**src/pcs_params.svh**
```systemverilog
// constants for the program counter and return stack sequencer
`ifndef PCS_PARAMS_SVH
`define PCS_PARAMS_SVH
`define PCS_PC_W        11
`define PCS_STACK_DEPTH 6
`define PCS_RESET_PC    11'h000
`define PCS_PHASE_LAST  2'h3
`define PCS_ADR_PCL     4'h0
`define PCS_ADR_STAT    4'h4
`define PCS_ADR_PCH     4'h8
`endif

```
**src/pcs_pkg.sv**
```systemverilog
// types for the sequencer
package pcs_pkg;
  typedef enum logic [2:0] {
    PCS_OP_SEQ,
    PCS_OP_JUMP,
    PCS_OP_CALL,
    PCS_OP_RET,
    PCS_OP_SKIP,
    PCS_OP_NONE
  } pcs_op_e;
  typedef struct packed {
    pcs_op_e     op;
    logic        skip_taken;
    logic [10:0] target;
  } pcs_dec_s;
endpackage : pcs_pkg

```
**src/pcs_sequencer.sv**
```systemverilog
// program counter, pipeline and return stack of the core
//
// Chosen here: the address map and the Wishbone slave port.
`include "pcs_params.svh"
`timescale 1ns/1ns
`default_nettype none
module pcs_sequencer #(
  parameter int PC_W  = `PCS_PC_W,
  parameter int DEPTH = `PCS_STACK_DEPTH
) (
  // clock and reset
  input  wire logic               clk_i,
  input  wire logic               rst_i,
  // program memory
  output logic [PC_W-1:0]         fetch_addr_o,
  output logic                    fetch_o,
  // decoded current instruction, valid on instruction cycle end
  input  wire pcs_pkg::pcs_dec_s  dec_i,
  output logic                    exec_o,
  output logic                    dummy_o,
  // interrupt logic
  input  wire logic               irq_req_i,
  input  wire logic [PC_W-1:0]    irq_vector_i,
  output logic                    irq_ack_o,
  output logic                    stack_full_o,
  output logic                    overflow_o,
  // wishbone slave
  input  wire logic               cyc_i,
  input  wire logic               stb_i,
  input  wire logic               we_i,
  input  wire logic [3:0]         adr_i,
  input  wire logic [3:0]         sel_i,
  input  wire logic [31:0]        dat_i,
  output logic [31:0]             dat_o,
  output logic                    ack_o
);
  logic [1:0]             phase;
  logic [PC_W-1:0]        pc;
  logic                   pipe_valid;
  logic                   second_cycle;
  logic [PC_W-1:0]        pend_target;
  logic                   pend_call;
  logic [PC_W-1:0]        stack [DEPTH];
  logic [2:0]             sp;
  logic                   overflow;
  logic                   pcl_wr_pend;
  logic [7:0]             pcl_wr_val;

  wire cycle_end   = (phase == `PCS_PHASE_LAST);
  wire cycle_start = (phase == 2'h0);
  wire full        = (sp == 3'(DEPTH));
  wire empty       = (sp == 3'h0);
  wire bus_req     = cyc_i & stb_i & ~ack_o;
  wire sel_pcl     = (adr_i == `PCS_ADR_PCL);
  wire sel_stat    = (adr_i == `PCS_ADR_STAT);
  wire sel_pch     = (adr_i == `PCS_ADR_PCH);
  wire pcl_write   = bus_req & we_i & sel_pcl & sel_i[0];
  wire ovf_clear   = bus_req & we_i & sel_stat & sel_i[0] & dat_i[1];
  // current instruction executes only if its word was really fetched
  wire exec        = cycle_end & pipe_valid & ~second_cycle;
  wire op_jump     = exec & (dec_i.op == pcs_pkg::PCS_OP_JUMP);
  wire op_call     = exec & (dec_i.op == pcs_pkg::PCS_OP_CALL);
  wire op_ret      = exec & (dec_i.op == pcs_pkg::PCS_OP_RET) & ~empty;
  wire op_skip     = exec & (dec_i.op == pcs_pkg::PCS_OP_SKIP)
                     & dec_i.skip_taken;
  // no acknowledge while full; a return this cycle frees room next cycle
  wire irq_take    = cycle_end & irq_req_i & ~full & ~second_cycle
                     & ~op_call & ~op_jump & ~op_ret
                     & ~pcl_wr_pend;
  wire do_push     = (second_cycle & cycle_end & pend_call)
                     | irq_take;
  wire [PC_W-1:0] top_val = stack[sp - 3'h1];
  wire [PC_W-1:0] pcl_target = {pc[PC_W-1:8], pcl_wr_val};

  assign fetch_addr_o = pc;
  assign fetch_o      = cycle_start;
  assign exec_o       = exec;
  assign dummy_o      = cycle_end & ~pipe_valid;
  assign irq_ack_o    = irq_take;
  assign stack_full_o = full;
  assign overflow_o   = overflow;

  // four phases per instruction cycle
  always_ff @(posedge clk_i) begin
    if (rst_i) begin
      phase <= 2'h0;
    end else begin
      phase <= phase + 2'h1;
    end
  end

  // program counter and pipeline control
  always_ff @(posedge clk_i) begin
    if (rst_i) begin
      pc           <= `PCS_RESET_PC;
      pipe_valid   <= 1'b0;
      second_cycle <= 1'b0;
      pend_target  <= '0;
      pend_call    <= 1'b0;
      pcl_wr_pend  <= 1'b0;
      pcl_wr_val   <= 8'h00;
    end else begin
      if (pcl_write) begin
        pcl_wr_pend <= 1'b1;
        pcl_wr_val  <= dat_i[7:0];
      end
      if (cycle_start) begin
        // fetch happens this phase; the word enters the pipe
        pc <= pc + PC_W'(1);
      end
      if (cycle_end) begin
        pipe_valid   <= 1'b1;
        second_cycle <= 1'b0;
        if (second_cycle) begin
          pc         <= pend_target;
          pipe_valid <= 1'b0;
          pend_call  <= 1'b0;
        end else if (irq_take) begin
          pc         <= irq_vector_i;
          pipe_valid <= 1'b0;
        end else if (op_jump | op_call) begin
          // first cycle only latches the target
          second_cycle <= 1'b1;
          pend_target  <= dec_i.target;
          pend_call    <= op_call;
          pipe_valid   <= 1'b0;
        end else if (op_ret) begin
          pc         <= top_val;
          pipe_valid <= 1'b0;
        end else if (pcl_wr_pend & ~pcl_write) begin
          pc          <= pcl_target;
          pipe_valid  <= 1'b0;
          pcl_wr_pend <= 1'b0;
        end else if (op_skip) begin
          pipe_valid <= 1'b0;
        end
      end
    end
  end

  // return stack; pc already points past the current word
  always_ff @(posedge clk_i) begin
    if (rst_i) begin
      sp       <= 3'h0;
      overflow <= 1'b0;
    end else begin
      if (do_push) begin
        if (full) begin
          // shift out the oldest entry
          for (int i = 0; i < DEPTH - 1; i++) begin
            stack[i] <= stack[i+1];
          end
          stack[DEPTH-1] <= pc;
          overflow       <= 1'b1;
        end else begin
          stack[sp] <= pc;
          sp        <= sp + 3'h1;
        end
      end else if (op_ret) begin
        sp <= sp - 3'h1;
      end
      if (ovf_clear & ~(do_push & full)) begin
        overflow <= 1'b0;
      end
    end
  end

  // wishbone answers one cycle after the strobe
  wire [31:0] rd_data =
    sel_pcl  ? {24'h000000, pc[7:0]} :
    sel_stat ? {30'h0, overflow, full} :
    sel_pch  ? {{(32-PC_W){1'b0}}, pc} : 32'h0000_0000;

  always_ff @(posedge clk_i) begin
    if (rst_i) begin
      ack_o <= 1'b0;
      dat_o <= 32'h0000_0000;
    end else begin
      ack_o <= bus_req;
      if (bus_req & ~we_i) begin
        dat_o <= rd_data;
      end
    end
  end
endmodule : pcs_sequencer
`default_nettype wire

```
**config.mk**
```make
export PLATFORM = sky130hd
export DESIGN_NAME = pcs_sequencer
export DESIGN_NICKNAME = d
export VERILOG_FILES = /design/src/pcs_pkg.sv /design/src/pcs_sequencer.sv
export VERILOG_INCLUDE_DIRS = /design/src
export SDC_FILE = /design/constraint.sdc
export NUM_CORES = 1
export LEC_CHECK = 0
export ABC_AREA = 0
export BUFFER_PORTS_ARGS = -buffer_cell sky130_fd_sc_hd__buf_2
export CORE_UTILIZATION = 30
export DETAILED_ROUTE_END_ITERATION = 8
export GPL_TIMING_DRIVEN = 0
export PLACE_DENSITY = 0.49
export SETUP_SLACK_MARGIN = 0.05
export SLEW_MARGIN = 20
export SYNTH_ARGS = -nofsm -noshare
export SYNTH_HDL_FRONTEND = slang
export SYNTH_SLANG_ARGS = --single-unit
```
**constraint.sdc**
```tcl
create_clock -name clk_i -period 5.4 [get_ports clk_i]
set_input_delay 0.54 -clock clk_i [delete_from_list [all_inputs] [get_ports clk_i]]
set_output_delay 0.54 -clock clk_i [all_outputs]
set_load 0.02 [all_outputs]
```
==> Word level (Yosys, flattened, before mapping) <==
Memories as Yosys holds them, arrays and structs flattened.
Cells that the tools add are included.
{ "word_totals": {"register_bits": 73, "latchBits": 0, "ram_bits": 66, "romBits": 0, "input_bits": 72, "output_inout_bits": 50, "wordCells": 128, "memories": 1} }
{ "mem_list": {"columns": ["memory", "words", "width", "rd", "rd_clocked_by_memory_dff", "write_ports", "line", "rtl"], "rows": [
  ["stack", 6, 11, 6, 0, 6, "pcs_sequencer.sv:43", "logic [PC_W-1:0] stack [DEPTH];"]
]} }
{ "classes": {"addsub": 4, "n_mul": 0, "div_mod_pow": 0, "magnitude_cmp": 0, "eq_ne": 11, "n_shift": 0, "muxes": 43, "bitwise_logic": 45, "n_reduce_logical": 11} }
{ "op_table": {"columns": ["cell", "count"], "rows": [
  ["$mux W11", 11],
  ["$and A1 B1 Y1", 30],
  ["$mux W1", 28],
  ["$not A1 Y1", 13],
  ["$mux W3", 4],
  ["$add A11 B1 Y11 const B", 1],
  ["$reduce_or A11 Y1", 1],
  ["$eq A3 B2 Y1 const B", 2],
  ["$eq A3 B3 Y1 const B", 2],
  ["$ne A6 B6 Y1 const B", 1],
  ["$eq A4 B3 Y1 const B", 1],
  ["$eq A4 B4 Y1 const B", 1],
  ["$logic_not A4 Y1", 1],
  ["$ne A2 B2 Y1 const B", 2],
  ["$reduce_and A2 Y1", 2],
  ["$reduce_and A4 Y1", 1],
  ["$reduce_bool A2 Y1", 2],
  ["$add A3 B1 Y3 const B", 1],
  ["$eq A3 B1 Y1 const B", 1],
  ["$logic_not A3 Y1", 1],
  ["$reduce_and A3 Y1", 1],
  ["$sub A3 B1 Y3 const B", 1],
  ["$add A2 B1 Y2 const B", 1],
  ["$eq A2 B2 Y1 const B", 1],
  ["other kinds (3)", 4]
]} }

==> Longest topological paths before layout <==
{ "logic_depth": {"ltp_word": 15, "depth_mapped": 13, "ltp_nobuf": 10} }

==> Worst setup path before layout <==
No wires, ideal clock.
{ "synth_path": {"path_kind": "reg-to-reg", "start": "register sp[0]", "end": "memory stack[6][0] (netlist name), enable pin", "setup_ns": 0.393, "arrival_ns": 3.740, "t_required_ns": 5.007, "setup_slack_ns": 1.267, "stages_incl_launch_ff": 11, "path_buffers": 2, "period_less_slack_ns": 4.133, "cell_sequence": "dfxtp_1 > buf_1 > clkbuf_1 > inv_1 > ha_1 > nand2_1 > inv_1 > a311oi_4 > a21oi_2 > or4b_4 > nor3_1"} }
{ "synth_lines": {"columns": ["element", "line", "rtl"], "rows": [
  ["start: declaration", "pcs_sequencer.sv:44", "logic [2:0] sp;"],
  ["start signal: assignment", "pcs_sequencer.sv:157", "sp <= sp + 3'h1;"],
  ["start signal: assignment", "pcs_sequencer.sv:160", "sp <= sp - 3'h1;"],
  ["end: declaration", "pcs_sequencer.sv:43", null]
]} }

==> flow_summary.yaml <==
critical_path:
  rrSetupSlack_ps: 490
  crit_fanout: 11
  cp-end-kind: "register"
  rr_endpoint: "stack[2][9]$_DFFE_PP_"
  crit_required_ps: 5460
  start_kind: "register"
  setup.worst_path.start: "sp[0]$_SDFFE_PP0P_"
  critical_path.max_stage_delay_ps: 580
  worstSetupEndpoint: "stack[2][9]$_DFFE_PP_"
  crit_chain: "clkbuf_2 -> clkbuf_1 -> inv_1 -> ha_1 -> nand2_1 -> inv_1 -> a311oi_4 -> a21oi_2 -> nor3_1 -> nand3_1 -> buf_1 -> nand2_1"
  critPathSlowestCell: "nand2_1"
  r2r_cells: 12
  worstPathArrival_ps: 4980
  r2r_start: "sp[0]$_SDFFE_PP0P_"
  path_class: "reg -> reg"
yosys:
  ys_seq_area_frac: 0.525
  syn_inst: 586
  synth_compound_area_frac: 0.0914
  yosys_warnings: 0
  yosysUniqueCellTypes: 61
  async_flop_share: 0
  synth_top_area_share: 0.376
  yosysTopAreaCell: "edfxtp_1"
  ys_ff_latch: 140
  muxShareOfSynthArea: 0.189
  synth_common_cells: "88 x edfxtp_1, 52 x dfxtp_1, 47 x nand2_1"
  synth_edf_count: 88
  synth_ff_type: "edfxtp_1"
  synthSimpleGateAreaFrac: 0.112
  synth_area_leaders: "edfxtp_1 38%, dfxtp_1 15%, mux2_2 7.4%"
  synth_most_common_cell: "edfxtp_1"
  synth_top_family_by_area: "multiplexers"
  synth_xor_area_frac: 0.0175
  synthAdderAreaFrac: 0.0125
  avgSynthCellArea_sq_um: 12.0
  mappedNetlistArea_sq_mm: 0.00702
global_routing:
  grt_max_degree: 17
  track_usage: 0.177
  antenna_found_initial: 0
  grt_pass1_vias: 5351
  grt_pass1_wl_um: 31400
  grt-ovfl-total: 0
timing:
  maxSlewViolCount: 0
  period_minus_slack_ps: 4910
  hold_viol: 0
  timing.slew.headroom: 0.376
  worstMarginPinSlew_ps: 929
  fmaxAchievable_ghz: 0.203
  rsz0062_at_grt: "false"
  final.setup.tns_ps: 0
  setup_viol: 0
  post-route-period-util: 0.910
  skew_ps: 10.5
  fin_hold_ws_ps: 337
power_and_ir_drop:
  p_leak_nw: 3.16
  p_per_area_mw_per_mm2: 311
  peakVddDrop_mv: 0.215
final_layout:
  fin_nets: 780
  regArea_sq_mm: 0.00368
  syn_to_final_growth_pct: 20.6
  drive_gt1_frac: 0.307
  multi_input_area_sq_mm: 0.00306
  antenna-diode-count: 0
  fillers: 2241
  fin_util: 0.372
worst_hold_path:
  hp-class: "in -> reg"
routing:
  drtIter0Drc: 352
  drc: 0
  ant_nets: 0
  vias: 5141
  via_per_inst: 5.01
  wl_um: 20400
  wl_per_cell_um: 19.8
  first_pass_iters: 5
die:
  row_count: 55
  initial_core_util: 0.308
  die_h_um: 155
  die_x_um: 155
  boundaryPins: 122
  dieArea_sq_mm: 0.0240
  core_sq_mm: 0.0228
clocking:
  htreeDepth: 4
  cts_buffers: 17
  clock_latency_ps: 430
  clock-root-buffer: "clkbuf_16"
  cts_tree: "built"
  cts_max_path_buffers: 2
  clock-sinks: 140
  path_clk_slew_ps: 60
run_status:
  status: "finished, final reports clean"
place:
  hpwl_um: 15100
  port_buffers: 73
  place.gp.congestion: 0.851
flow_run:
  max_cap_viol_count: 0
-- through the flow --
stage	power, mW	area, sq um	setup slack (ps)	cells
finish	2.63	8470	485	1027
global route	2.72	8470	119	1027
CTS	2.65	8460	76.4	1027
detailed placement	1.50	7890	79.6	995
global placement	1.50	7850	-278	992
floorplan	1.39	7100	1270	606
-- flip-flops by register name, summed over array words and instances (netlist names), 2 cells and up --
name and count:
stack 88, dat_o 11, fetch_addr_o 11, pend_target 11
pcl_wr_val 8, sp 3, phase 2
-- cells in the final DEF, fill, tap and decap left out, drive strengths merged, types with 10 or more instances in the layout --
cell type	instances
a21oi	29
buf	110
clkbuf	48
conb	21
dfxtp	52
edfxtp	88
inv	13
mux2	55
mux2i	20
mux4	21
nand2	47
nand3	27
nor2	43
nor3	11
xnor2	10
-- critical path, delay by kind of cell, from the launching register on --
kind	cells	cell delay, ps
AO/OA/AOI/OAI	2	720
adder cells (fa/ha/maj)	1	320
buffers and inverters	5	1790
flip-flops	1	420
AND/OR/NAND/NOR	4	1300
-- repair_timing --
item / in CTS / in global routing
endpoints found under the setup margin: 0 / 56
resized for setup: 0 / 3
hold endpoints to repair: 0 / 0
hold buffers: 0 / 0
buffers inserted: 0 / 0
-- cell families (layout without fill, tap and decap cells) --
logic type	after synthesis	after routing
muxes	96	96
buffers and inverters	75	183
xor gates and xnor gates	14	14
adders and majority gates	7	7
DFF	140	140
other	1	21
and+or+nand+nor	162	162
AOI/OAI and AO/OA	91	91
-- where the power goes --
group	switching [mW]	internal [mW]
clock	0.476	0.679
combinational	0.197	0.117
sequential	0.0212	1.14
total	0.694	1.94
-- worst min-delay path by stage --
stage,start,end,slack [ps],cells after the start
floorplan,phase[0]$_SDFF_PP0_,phase[0]$_SDFF_PP0_,420,1
global placement,phase[0]$_SDFF_PP0_,phase[0]$_SDFF_PP0_,430,1
detailed placement,dat_o[2]$_SDFFE_PP0P_,dat_o[2]$_SDFFE_PP0P_,440,2
CTS,dec_i[1],pend_target[1]$_SDFFE_PP0P_,330,3
global route,dec_i[1],pend_target[1]$_SDFFE_PP0P_,350,3
finish,dec_i[1],pend_target[1]$_SDFFE_PP0P_,340,3
-- cell type report --
type | instances | share of cell area
tap | 313 | 0.0462
multi-input combinational | 391 | 0.361
sequential | 140 | 0.435
clock inverter | 14 | 0.0170
inverter | 11 | 0.00488
clock buffer | 18 | 0.0507
buffer | 64 | 0.0393
timing repair buffer | 76 | 0.0458
-- routing by layer --
metal  up-vias  track usage  part of all wire
li1       2403            -                 -
met1      2531        0.221              0.44
met2       172        0.298              0.49
met3        35       0.0318             0.045
met4         0       0.0783             0.023
met5         -            0                 0
Power figures use the tool's default switching activity.
